$ cat src/fss_pkg.sv
// package for the forced stop sequencer: timing, encodings and widths
package fss_pkg;
   localparam int          CLK_FREQ_MHZ     = 200;
   // one speed/ramp tick per microsecond
   localparam int          TICK_TIME_NS     = 1000;
   localparam int          TICK_CYCLES      = (TICK_TIME_NS * CLK_FREQ_MHZ) / 1000;
   localparam int          SPD_W            = 16;
   localparam int          TMR_W            = 24;
   localparam int          POS_W            = 16;
   localparam logic [15:0] ZERO_SPD_DEFAULT = 16'h0032;
   localparam logic [15:0] ZERO_SPD_HYST    = 16'h0014;
   localparam logic [3:0]  FUNC_SEL_DECEL   = 4'h2;
   localparam logic [7:0]  CODE_NONE        = 8'h00;
   localparam logic [7:0]  CODE_FORCED_STOP = 8'he6;
   localparam logic [1:0]  MODE_POSITION    = 2'h0;
   localparam logic [1:0]  MODE_SPEED       = 2'h1;
   localparam logic [1:0]  MODE_TORQUE      = 2'h2;
   typedef enum logic [2:0] {
      FSS_RUN, FSS_DECEL, FSS_LIFT, FSS_DELAY, FSS_SHUTOFF
   } fss_state_e;
endpackage : fss_pkg

$ cat src/fss_zero_if.sv
// interface carrying speed and zero speed flag between sequencer and detector
`timescale 1ns/100ps
`default_nettype none
interface fss_zero_if;
   import fss_pkg::*;
   logic [SPD_W-1:0] speed_abs;
   logic [SPD_W-1:0] threshold;
   logic             zero_speed_flag;
   modport det (input speed_abs, input threshold, output zero_speed_flag);
   modport seq (output speed_abs, output threshold, input zero_speed_flag);
endinterface : fss_zero_if
`default_nettype wire
$ cat src/fss_forced_stop_seq.sv
// forced stop sequencer: decel ramp, brake interlock, shutoff delay, freefall lift
//
// Contract
// - stop request released: ramp speed down at configured deceleration slope
// - below zero speed during forced stop: drop brake interlock, then after shutoff delay cut base drive, engage dynamic brake
// - show forced stop warning code during whole sequence while stop request is released (not for link shutoff or alarm alone)
// - host link shutoff starts forced stop like a released request
// - no forced stop deceleration in torque control mode
// - decel disabled plus alarm: dynamic brake stop, no ramp
// - unrelated alarms need no controlled deceleration
// - after deceleration drop brake interlock, wait delay, then base shutoff
// - shutoff delay applies to stop request, alarm and link shutoff
// - delay measured from brake interlock off to base shutoff
// - freefall lift only if amount nonzero, trigger at zero speed, delay enabled
// - freefall lift commands upward displacement of configured amount before shutoff
// - zero speed flag on at threshold, off past 20 r/min hysteresis
// - deceleration enabled when function select top digit equals 2
`timescale 1ns/100ps
`default_nettype none
module fss_forced_stop_seq
   import fss_pkg::*;
(
   input  wire logic             i_clk,
   input  wire logic             i_reset,
   input  wire logic             i_stop_request_input,
   input  wire logic             i_alarm,
   input  wire logic             i_alarm_unrelated,
   input  wire logic             i_link_shutoff,
   input  wire logic             i_drive_enable,
   input  wire logic [1:0]       i_control_mode,
   input  wire logic [3:0]       i_stop_function_select,
   input  wire logic [SPD_W-1:0] i_decel_time_constant,
   input  wire logic [SPD_W-1:0] i_zero_speed_threshold,
   input  wire logic [TMR_W-1:0] i_base_shutoff_delay,
   input  wire logic [POS_W-1:0] i_freefall_compensation_amount,
   input  wire logic [SPD_W-1:0] i_speed_cmd,
   input  wire logic [SPD_W-1:0] i_motor_speed,
   output logic [SPD_W-1:0]      o_speed_cmd,
   output logic                  o_brake_interlock_output,
   output logic                  o_base_drive_on,
   output logic                  o_dynamic_brake,
   output logic [POS_W-1:0]      o_lift_cmd,
   output logic                  o_lift_active,
   output logic [7:0]            o_status_code,
   output logic                  o_zero_speed_flag,
   output logic                  o_stopped
);
   // pin synchronisers, first stage read only by second
   logic [1:0] stop_sync_ff;
   logic [1:0] alarm_sync_ff;
   logic [1:0] unrel_sync_ff;
   logic [1:0] link_sync_ff;
   logic [1:0] enable_sync_ff;
   always_ff @(posedge i_clk) begin
      if (i_reset) begin
         // idle level is request held, so reset never fakes a released stop
         stop_sync_ff   <= 2'h3;
         alarm_sync_ff  <= 2'h0;
         unrel_sync_ff  <= 2'h0;
         link_sync_ff   <= 2'h0;
         enable_sync_ff <= 2'h0;
      end else begin
         stop_sync_ff   <= {stop_sync_ff[0], i_stop_request_input};
         alarm_sync_ff  <= {alarm_sync_ff[0], i_alarm};
         unrel_sync_ff  <= {unrel_sync_ff[0], i_alarm_unrelated};
         link_sync_ff   <= {link_sync_ff[0], i_link_shutoff};
         enable_sync_ff <= {enable_sync_ff[0], i_drive_enable};
      end
   end
   logic stop_active;
   logic alarm_s;
   logic unrel_s;
   logic link_s;
   logic enable_s;
   assign stop_active = stop_sync_ff[1];
   assign alarm_s     = alarm_sync_ff[1];
   assign unrel_s     = unrel_sync_ff[1];
   assign link_s      = link_sync_ff[1];
   assign enable_s    = enable_sync_ff[1];

   fss_zero_if zif ();
   assign zif.speed_abs = i_motor_speed;
   assign zif.threshold = i_zero_speed_threshold;
   fss_zero_det u_zero (
      .i_clk   (i_clk),
      .i_reset (i_reset),
      .zif     (zif)
   );
   logic tick;
   logic tick_clr;
   fss_tick u_tick (
      .i_clk   (i_clk),
      .i_reset (tick_clr),
      .o_tick  (tick)
   );

   fss_state_e       state_ff;
   fss_state_e       nxt_state;
   logic [SPD_W-1:0] ramp_ff;
   logic [SPD_W-1:0] nxt_ramp;
   logic [SPD_W-1:0] step_ff;
   logic [TMR_W-1:0] delay_ff;
   logic [POS_W-1:0] lift_ff;
   logic             lift_arm_ff;
   logic             brake_il_ff;
   logic             base_on_ff;
   logic             dyn_brake_ff;
   logic [7:0]       code_ff;
   logic [SPD_W-1:0] cmd_ff;

   logic trigger;
   logic decel_en;
   logic torque_mode;
   logic direct_db;
   logic lift_ok;
   logic causes_clear;
   assign trigger      = !stop_active || alarm_s || link_s;
   // top digit of function select enables deceleration
   assign decel_en     = i_stop_function_select == FUNC_SEL_DECEL;
   assign torque_mode  = i_control_mode == MODE_TORQUE;
   // alarm with decel disabled, unrelated alarm or torque mode goes straight to dynamic brake
   assign direct_db    = (alarm_s && !decel_en) || unrel_s || torque_mode;
   // lift needs nonzero amount, zero speed trigger, nonzero delay
   assign lift_ok      = i_freefall_compensation_amount != '0 && zif.zero_speed_flag &&
                         i_base_shutoff_delay != '0;
   assign causes_clear = !trigger && !unrel_s && enable_s;
   // ramp decrement per tick from decel time constant
   assign nxt_ramp     = (ramp_ff > step_ff) ? ramp_ff - step_ff : '0;
   // divider restarts on delay entry so the delay never runs a tick short
   assign tick_clr     = i_reset || (state_ff != FSS_DELAY && nxt_state == FSS_DELAY);

   always_comb begin
      nxt_state = state_ff;
      unique case (state_ff)
         FSS_RUN: begin
            if (trigger || unrel_s) begin
               if (direct_db) nxt_state = FSS_SHUTOFF;
               else if (lift_ok) nxt_state = FSS_LIFT;
               else if (zif.zero_speed_flag) nxt_state = FSS_DELAY;
               else nxt_state = FSS_DECEL;
            end
         end
         FSS_DECEL: begin
            // zero speed reached ends the ramp
            if (unrel_s || torque_mode) nxt_state = FSS_SHUTOFF;
            else if (zif.zero_speed_flag) nxt_state = FSS_DELAY;
         end
         FSS_LIFT: nxt_state = FSS_DELAY;
         FSS_DELAY: begin
            // count from brake interlock off to base shutoff
            if (unrel_s || delay_ff == '0) nxt_state = FSS_SHUTOFF;
         end
         FSS_SHUTOFF: begin
            // hold until causes clear and drive re-enabled
            if (causes_clear) nxt_state = FSS_RUN;
         end
      endcase
   end

   always_ff @(posedge i_clk) begin
      if (i_reset) state_ff <= FSS_SHUTOFF;
      else state_ff <= nxt_state;
   end

   always_ff @(posedge i_clk) begin
      if (i_reset) begin
         ramp_ff <= '0;
         step_ff <= '0;
      end else if (state_ff == FSS_RUN) begin
         ramp_ff <= i_motor_speed;
         step_ff <= (i_decel_time_constant == '0) ? i_motor_speed :
                    (i_motor_speed / i_decel_time_constant) | SPD_W'(1);
      end else if (state_ff == FSS_DECEL && tick) begin
         ramp_ff <= nxt_ramp;
      end
   end

   // delay loads when interlock drops, counts down in microseconds
   always_ff @(posedge i_clk) begin
      if (i_reset) delay_ff <= '0;
      else if (state_ff != FSS_DELAY) delay_ff <= i_base_shutoff_delay;
      else if (tick && delay_ff != '0) delay_ff <= delay_ff - TMR_W'(1);
   end

   // lift held through delay, released at shutoff
   always_ff @(posedge i_clk) begin
      if (i_reset) begin
         lift_ff     <= '0;
         lift_arm_ff <= 1'b0;
      end else if (state_ff == FSS_LIFT) begin
         lift_ff     <= i_freefall_compensation_amount;
         lift_arm_ff <= 1'b1;
      end else if (state_ff != FSS_DELAY) begin
         lift_ff     <= '0;
         lift_arm_ff <= 1'b0;
      end
   end

   always_ff @(posedge i_clk) begin
      if (i_reset) begin
         brake_il_ff  <= 1'b0;
         base_on_ff   <= 1'b0;
         dyn_brake_ff <= 1'b1;
         code_ff      <= CODE_NONE;
         cmd_ff       <= '0;
      end else begin
         // interlock held through the ramp, dropped as the delay starts
         brake_il_ff  <= nxt_state == FSS_RUN || nxt_state == FSS_DECEL;
         // base drive cut and dynamic brake on at shutoff
         base_on_ff   <= nxt_state != FSS_SHUTOFF;
         dyn_brake_ff <= nxt_state == FSS_SHUTOFF;
         // warning shown while sequence runs on stop request
         code_ff      <= (nxt_state != FSS_RUN && !stop_active) ? CODE_FORCED_STOP : CODE_NONE;
         cmd_ff       <= (nxt_state == FSS_RUN) ? i_speed_cmd :
                         (nxt_state == FSS_DECEL) ? ramp_ff : '0;
      end
   end

   logic zero_q_ff;
   logic stopped_ff;
   always_ff @(posedge i_clk) begin
      if (i_reset) begin
         zero_q_ff  <= 1'b1;
         stopped_ff <= 1'b1;
      end else begin
         zero_q_ff  <= zif.zero_speed_flag;
         stopped_ff <= nxt_state == FSS_SHUTOFF;
      end
   end

   assign o_speed_cmd              = cmd_ff;
   assign o_brake_interlock_output = brake_il_ff;
   assign o_base_drive_on          = base_on_ff;
   assign o_dynamic_brake          = dyn_brake_ff;
   assign o_lift_cmd               = lift_ff;
   assign o_lift_active            = lift_arm_ff;
   assign o_status_code            = code_ff;
   assign o_zero_speed_flag        = zero_q_ff;
   assign o_stopped                = stopped_ff;
endmodule : fss_forced_stop_seq
`default_nettype wire

$ cat src/fss_tick.sv
// microsecond tick generator for ramp and delay timing
`timescale 1ns/100ps
`default_nettype none
module fss_tick
   import fss_pkg::*;
#(
   parameter int DIV = TICK_CYCLES
) (
   input  wire logic i_clk,
   input  wire logic i_reset,
   output logic      o_tick
);
   logic [15:0] cnt_ff;
   logic        tick_ff;
   always_ff @(posedge i_clk) begin
      if (i_reset || cnt_ff == 16'(DIV - 1)) cnt_ff <= 16'h0000;
      else cnt_ff <= cnt_ff + 16'h0001;
      tick_ff <= !i_reset && cnt_ff == 16'(DIV - 1);
   end
   assign o_tick = tick_ff;
endmodule : fss_tick
`default_nettype wire

$ cat src/fss_zero_det.sv
// zero speed detector with hysteresis
`timescale 1ns/100ps
`default_nettype none
module fss_zero_det
   import fss_pkg::*;
(
   input  wire logic i_clk,
   input  wire logic i_reset,
   fss_zero_if.det   zif
);
   logic             zero_ff;
   logic [SPD_W-1:0] off_level;
   logic             nxt_zero;
   assign off_level = zif.threshold + ZERO_SPD_HYST;
   // on at threshold, off above threshold plus band
   assign nxt_zero = zero_ff ? (zif.speed_abs <= off_level) : (zif.speed_abs <= zif.threshold);
   always_ff @(posedge i_clk) begin
      if (i_reset) zero_ff <= 1'b1;
      else zero_ff <= nxt_zero;
   end
   assign zif.zero_speed_flag = zero_ff;
endmodule : fss_zero_det
`default_nettype wire

$ cat config.mk
export PLATFORM = sky130hd
export DESIGN_NAME = fss_forced_stop_seq
export DESIGN_NICKNAME = d
export VERILOG_FILES = /design/src/fss_pkg.sv /design/src/fss_zero_if.sv /design/src/fss_forced_stop_seq.sv /design/src/fss_tick.sv /design/src/fss_zero_det.sv
export SDC_FILE = /design/constraint.sdc
export NUM_CORES = 1
export LEC_CHECK = 0
export BUFFER_PORTS_ARGS = -buffer_cell sky130_fd_sc_hd__buf_2
export CORE_AREA = 8 8 163 165
export DETAILED_ROUTE_END_ITERATION = 6
export DIE_AREA = 0 0 171 173
export PLACE_DENSITY_LB_ADDON = 0.12
export SLEW_MARGIN = 20
export SYNTH_ARGS = -nofsm -noshare
export SYNTH_HDL_FRONTEND = slang
export SYNTH_SLANG_ARGS = --single-unit
export TNS_END_PERCENT = 10
$ cat constraint.sdc
create_clock -name i_clk -period 31.7 [get_ports i_clk]
set_clock_uncertainty 0.15 [all_clocks]
set_input_delay 0 -clock i_clk [delete_from_list [all_inputs] [get_ports i_clk]]
set_output_delay 0 -clock i_clk [all_outputs]
set_load 0.03 [all_outputs]
==> results of run 1 <==
-- per-stage QoR --
stage	utilization [%]	power (mW)	hold WS [ns]	setup slack, ns
after floorplan	-	0.314	-0.0462	6.88
after global routing	64.6	0.605	0.0352	1.09
after global placement	58.3	0.360	0.0398	4.66
after CTS	64.6	0.571	0.000236	3.78
final	64.6	0.573	0.0242	3.35
after detailed placement	58.3	0.363	0.0411	4.01
-- Yosys cell counts (7+ instances only) --
master	instances	area (um^2)
o31ai_1	10	75.1
or4_1	9	67.6
a31o_2	7	61.3
a21oi_1	89	445
a31oi_1	23	144
mux2_2	24	270
a21boi_0	9	67.6
buf_4	9	67.6
xor2_1	53	464
ha_1	170	2130
or3_1	18	113
or2_2	14	87.6
o21bai_1	9	67.6
and3_1	15	93.8
nor2b_1	20	125
nand2b_1	19	119
nand4_1	25	156
clkbuf_1	56	210
nor4_1	21	131
mux2i_1	27	270
nand3_1	33	165
nor3_1	56	280
nor2_1	202	758
a41oi_1	7	61.3
a22oi_1	21	158
a222oi_1	12	120
and2_1	11	68.8
a21o_1	33	248
o21ai_0	56	280
inv_1	86	323
o21a_1	34	255
a211oi_1	49	368
xnor2_1	62	543
nand2_1	117	439
o211ai_1	20	150
dfxtp_1	125	2500
-- worst max-delay path: cells and delay by family --
| family | cells | cell delay (ns) |
|---|---|---|
| adder cells (fa/ha/maj) | 14 | 4.47 |
| AO/OA/AOI/OAI | 55 | 14.30 |
| multiplexers | 7 | 2.48 |
| buffers and inverters | 8 | 2.24 |
| AND/OR/NAND/NOR | 22 | 4.97 |
-- registers in the layout, indices dropped and copies added (netlist names), 2 cells and up --
register	flops
step_ff	16
u_tick.cnt_ff	16
state_ff	3
delay_ff	24
ramp_ff	16
o_lift_cmd	16
alarm_sync_ff	2
link_sync_ff	2
unrel_sync_ff	2
stop_sync_ff	2
enable_sync_ff	2
o_speed_cmd	16
-- worst paths after layout --
kind	depth (start not counted)	slack, ns	endpoint
max	106	3.35	step_ff[1]
min reg2reg	1	0.26	o_status_code[6]
max reg2reg	9	28.19	o_speed_cmd[14]
min	3	0.02	ramp_ff[8]
-- area by class of cell --
cell class	instances	area, um^2
fillers	2114	8490
clock buffers	17	425
inverters	87	327
flip-flops and latches	125	2500
clock inverters	15	175
well taps	324	405
multi-input cells	1385	9830
repair buffers	264	1810
-- metal layers --
metal,GRT usage [%],vias to the layer above,share of wire (%)
li1,-,6591,-
met1,33.5,6321,44
met2,45.0,456,47
met3,5.10,77,6.8
met4,9.13,0,2.9
met5,0,-,0
-- report_power, final --
group	total [mW]	switching, mW	internal, mW
clock	0.201	0.0823	0.119
combinational	0.204	0.115	0.0891
sequential	0.168	0.00460	0.163
total	0.573	0.202	0.371
-- kinds of logic after synthesis --
group           synth area share (%)
simple gates                    22.4
fa+ha+maj                       16.6
other cells                   0.0290
flops                           19.3
buf+inv                         5.04
mux                             4.18
compound gates                  24.7
xor+xnor                        7.78
-- what timing repair did --
item,in CTS,in global routing
gates resized for setup,0,0
hold endpoints to repair,88,0
hold buffers,90,0
setup buffers,0,0
==> out/qor.csv, run 1 <==
metric,value,unit
cts_buffer_depth,2,
port_buffers,159,
drive_gt1_share,14.6,%
relSlewSlack,31.4,%
syn_avg_cell_area,7.76,um^2
die_x,171,um
hp-class,in -> reg,
power_density,37.0,mW/mm^2
cts_buffers,17,
rsz0062_at_grt,false,
routed_wl,40400,um
maxCapViolations,0,
setup_tns,0,ns
grt_pass1_vias,13200,
clock.fmax,35.3,MHz
fin_crit_sh,89.4,%
gp_congestion,0.957,
setup.worst_path.start_class,input pin,
overflow,0,
worstSetupPathType,in -> reg,
slew_viol_final,0,
ir_drop,0.0000376,V
leakagePower,6.76,nW
dpl.hpwl,30700,um
design_area,0.0155,mm^2
ys_ff_latch,125,
clock_latency,0.43,ns
antenna_found_initial,0,
crit_start,i_decel_time_constant[4],
min_from,i_motor_speed[8],
n_antenna_cell,0,
core_region_area,0.0240,mm^2
place_area,0.0140,mm^2
first_iter_violations,1174,
grt_pass1_wl,65400,um
max_stage_delay,0.70,ns
die-area,0.0296,mm^2
tightest_slew,1.02,ns
final-setup-viol-count,0,
htreeDepth,4,
drc,0,
stdcell_count,2217,
track_usage,26.8,%
vias,13400,
synth.yosys.seq_area_share,19.3,%
cp.arrival,28.51,ns
period_minus_slack,28.35,ns
rows,57,
critPathSlowestCell,nor4_1,
r2r_start,delay_ff[3],
finalNetCount,2168,
avgViaCountPerCell,6.06,
ys.flop_type,dfxtp_1,
wire_per_inst,18.2,um
dp_cells,2095,
synth_enable_flop_cells,0,
end_kind,flip-flop,
path_clk_slew,0.06,ns
postSynthCellCount,1667,
cts_root_buf,clkbuf_16,
grt_max_degree,61,
start_util,54.0,%
chipHeight,173,um
status,completed,
ys_async_sr_fraction,0,%
path_max_fanout,22,
synth_cell_types,89,
syn_area,0.0129,mm^2
syn2layout_area_growth,19.5,%
final_cell_mix,"nor2_1, ha_1, buf_2, dfxtp_1, nand2_1",
tritoncts,yes,
firstDrtPassIters,6,
layout_commonest_cell,nor2_1,
synth_warnings,0,
finalHoldViolCount,0,
cp_common_cell,ha_1,
critPathRequiredTime,31.86,ns
ioPinCount,163,
ant_nets,0,
cts.sinks,125,
(Power assumes the default switching activity.)
==> run 2, diff against run 1 <==
- CORE_AREA: 8 8 163 165 -> 8 8 164 166
- CTS_CLUSTER_SIZE: not set -> 24
- DIE_AREA: 0 0 171 173 -> 0 0 172 174
- SYNTH_HIERARCHICAL: not set -> 1
==> run 2 against run 1 <==
Core utilization decreased by 1.1 points. Clock power about the same. Clock-buffer cell count up 1.
==> out/qor.csv, run 2 <==
metric,value,unit,change
final_cell_mix,"nor2_1, ha_1, buf_2, dfxtp_1, nand2_1",,unchanged
die-area,0.0299,mm^2,was 0.0296 mm^2
finalNetCount,2196,,was 2168
synth.yosys.seq_area_share,19.1,%,was 19.3%
relSlewSlack,33.8,%,was 31.4%
critPathRequiredTime,31.82,ns,was 31.86 ns
rows,58,,was 57
rsz0062_at_grt,false,,unchanged
critPathSlowestCell,or4_1,,was nor4_1
drc,0,,unchanged
whs,0.0353,ns,was 0.0242 ns
setup.worst_path.start_class,input pin,,unchanged
fin_crit_sh,92.1,%,was 89.4%
synth_top_family_by_area,compound AO/OA/AOI/OAI gates,,unchanged
ant_nets,0,,unchanged
cts.sinks,125,,unchanged
whs_path_depth,5,,was 3
chipHeight,174,um,was 173 um
drive_gt1_share,15.0,%,was 14.6%
syn_area,0.0131,mm^2,was 0.0129 mm^2
ir_drop,0.0000395,V,was 0.0000376 V
grt_pass1_wl,67400,um,was 65400 um
vias,13700,,was 13400
htreeDepth,4,,unchanged
period_minus_slack,29.20,ns,was 28.35 ns
reg2reg_setup_slack,27.54,ns,was 28.19 ns
top_register,delay_ff,,unchanged
clock_latency,0.42,ns,was 0.43 ns
syn_avg_cell_area,7.69,um^2,was 7.76 um^2
grt_pass1_vias,13200,,about the same
routed_wl,42300,um,was 40400 um
hold_buffers,82,,was 90
synth_warnings,6,,was 0
cts_post_setup_buffers_inserted,0,,unchanged
antenna_found_initial,1,,was 0
clkPwrFrac,27.8,%,was 35.1%
maxCapViolations,0,,unchanged
synth_mux_area_share,2.88,%,was 4.18%
worstSetupPathType,in -> reg,,unchanged
intPower,0.439,mW,was 0.371 mW
utilization,63.5,%,was 64.6%
finalHoldViolCount,0,,unchanged
layout_commonest_cell,nor2_1,,unchanged
cp_common_cell,ha_1,,unchanged
leakagePower,6.80,nW,was 6.76 nW
overflow,0,,unchanged
first_iter_violations,1102,,was 1174
cts_buffers,17,,unchanged
power_density,46.4,mW/mm^2,was 37.0 mW/mm^2
r2r-end,ramp_ff[0],,was o_speed_cmd[14]
tritoncts,yes,,unchanged
cts_root_buf,clkbuf_16,,unchanged
ys_async_sr_fraction,0,%,unchanged
p_sw_share,39.3,%,was 35.3%
ys_ff_latch,125,,unchanged
start_util,53.5,%,was 54.0%
final-setup-viol-count,0,,unchanged
ctsResizeCount,0,,unchanged
synthAdderAreaFrac,16.4,%,was 16.6%
hold_end,u_zero/zif.zero_speed_flag,,was ramp_ff[8]
p_comb_share,47.0,%,was 35.6%
postSynthCellCount,1707,,was 1667
synth-simple-area-share,23.8,%,was 22.4%
synth-xor-area-share,7.14,%,was 7.78%
synth_compound_area_share,25.6,%,was 24.7%
track_usage,27.5,%,was 26.8%
r2r_start,ramp_ff[0],,was delay_ff[3]
power_switching,0.284,mW,was 0.202 mW
pwr-share-seq,25.2,%,was 29.3%
die_x,172,um,was 171 um
largest_reg_flops,24,,unchanged
yosys-top-cells-count,"nor2_1, ha_1, dfxtp_1",,unchanged
dpl.hpwl,31500,um,was 30700 um
netlist_top_cells_area,"dfxtp_1, ha_1, nor2_1, xnor2_1, a21oi_1",,"was dfxtp_1, ha_1, nor2_1, xnor2_1, xor2_1"
ioPinCount,163,,unchanged
hp-class,in -> reg,,unchanged
ys.flop_type,dfxtp_1,,unchanged
gp_congestion,0.960,,was 0.957
setup_tns,0,ns,unchanged
port_buffers,159,,unchanged
tightest_slew,0.991,ns,was 1.02 ns
syn2layout_area_growth,18.7,%,was 19.5%
yosys.area.top_type,dfxtp_1,,unchanged
wire_per_inst,18.8,um,was 18.2 um
status,completed,,unchanged
clock.fmax,34.2,MHz,was 35.3 MHz
synth.most_common_cell,nor2_1,,unchanged
grt_max_degree,75,,was 61
rr_worst_depth,14,,was 9
synth_top_area_share,19.1,%,was 19.3%
firstDrtPassIters,5,,was 6
cp.arrival,29.32,ns,was 28.51 ns
path_clk_slew,0.06,ns,about the same
synth_cell_types,93,,was 89
core_region_area,0.0245,mm^2,was 0.0240 mm^2
synth_enable_flop_cells,0,,unchanged
path_max_fanout,26,,was 22
slew_viol_final,0,,unchanged
min_from,i_zero_speed_threshold[0],,was i_motor_speed[8]
end_kind,flip-flop,,unchanged
max_stage_delay,0.77,ns,was 0.70 ns
avgViaCountPerCell,6.07,,was 6.06
cts_buffer_depth,2,,unchanged
-- run 2: how the worst max path moves through the flow --
stage / start / endpoint / slack (ns) / cells past startpoint
final: i_decel_time_constant[15] / step_ff[1] / 2.50 / 111
after global routing: i_decel_time_constant[15] / step_ff[1] / 0.49 / 112
after CTS: i_decel_time_constant[15] / step_ff[1] / 3.00 / 113
after detailed placement: i_decel_time_constant[15] / step_ff[1] / 3.14 / 112
after global placement: i_decel_time_constant[15] / step_ff[1] / 3.94 / 112
after floorplan: i_decel_time_constant[15] / step_ff[1] / 7.20 / 114
-- run 2: cell families after synthesis --
logic type,Yosys count
other cells,1
simple gates,623
fa+ha+maj,171
mux,36
compound gates,479
xor+xnor,107
buf+inv,165
flops,125
-- run 2: layer usage --
layer,vias to the layer above,track usage [%],share of wire [%]
met2,474,44.4,45
met4,0,12.6,3.8
met5,-,0,0
met3,105,3.20,5.7
li1,6755,-,-
met1,6332,36.1,46
-- run 2: power groups by stage --
stage	Sequential, mW	Combinational, mW	Clock, mW
after floorplan	0.188	0.246	0
after global placement	0.184	0.320	0
after detailed placement	0.185	0.324	0
after CTS	0.181	0.335	0.204
after global routing	0.183	0.375	0.211
final	0.182	0.340	0.201
-- run 2: worst max-delay path, delay by kind of cell --
family | cells | cell delay [ns]
AOI/OAI and AO/OA | 59 | 15.15
muxes | 1 | 0.44
and+or+nand+nor | 32 | 8.34
adders and majority gates | 14 | 4.21
buffers and inverters | 5 | 1.16
-- run 2: area by class of cell --
cell class                      count  area (um^2)
Multi-Input combinational cell   1419        10000
Timing Repair Buffer              252         1700
Tap cell                          330          413
Clock buffer                       18          439
Sequential cell                   125         2500
Clock inverter                     14          170
Inverter                           93          349
Fill cell                        2223         8960
Antenna cell                        1         2.50
-- run 2: per-stage QoR --
| stage | std cells | power [mW] | area, um^2 | setup WS [ns] |
|---|---|---|---|---|
| after detailed placement | 2137 | 0.508 | 14100 | 3.14 |
| after CTS | 2251 | 0.720 | 15600 | 3.00 |
| final | 2252 | 0.723 | 15600 | 2.50 |
| after global routing | 2252 | 0.770 | 15600 | 0.495 |
| after floorplan | 1709 | 0.434 | 13100 | 7.20 |
| after global placement | 2137 | 0.505 | 14100 | 3.94 |
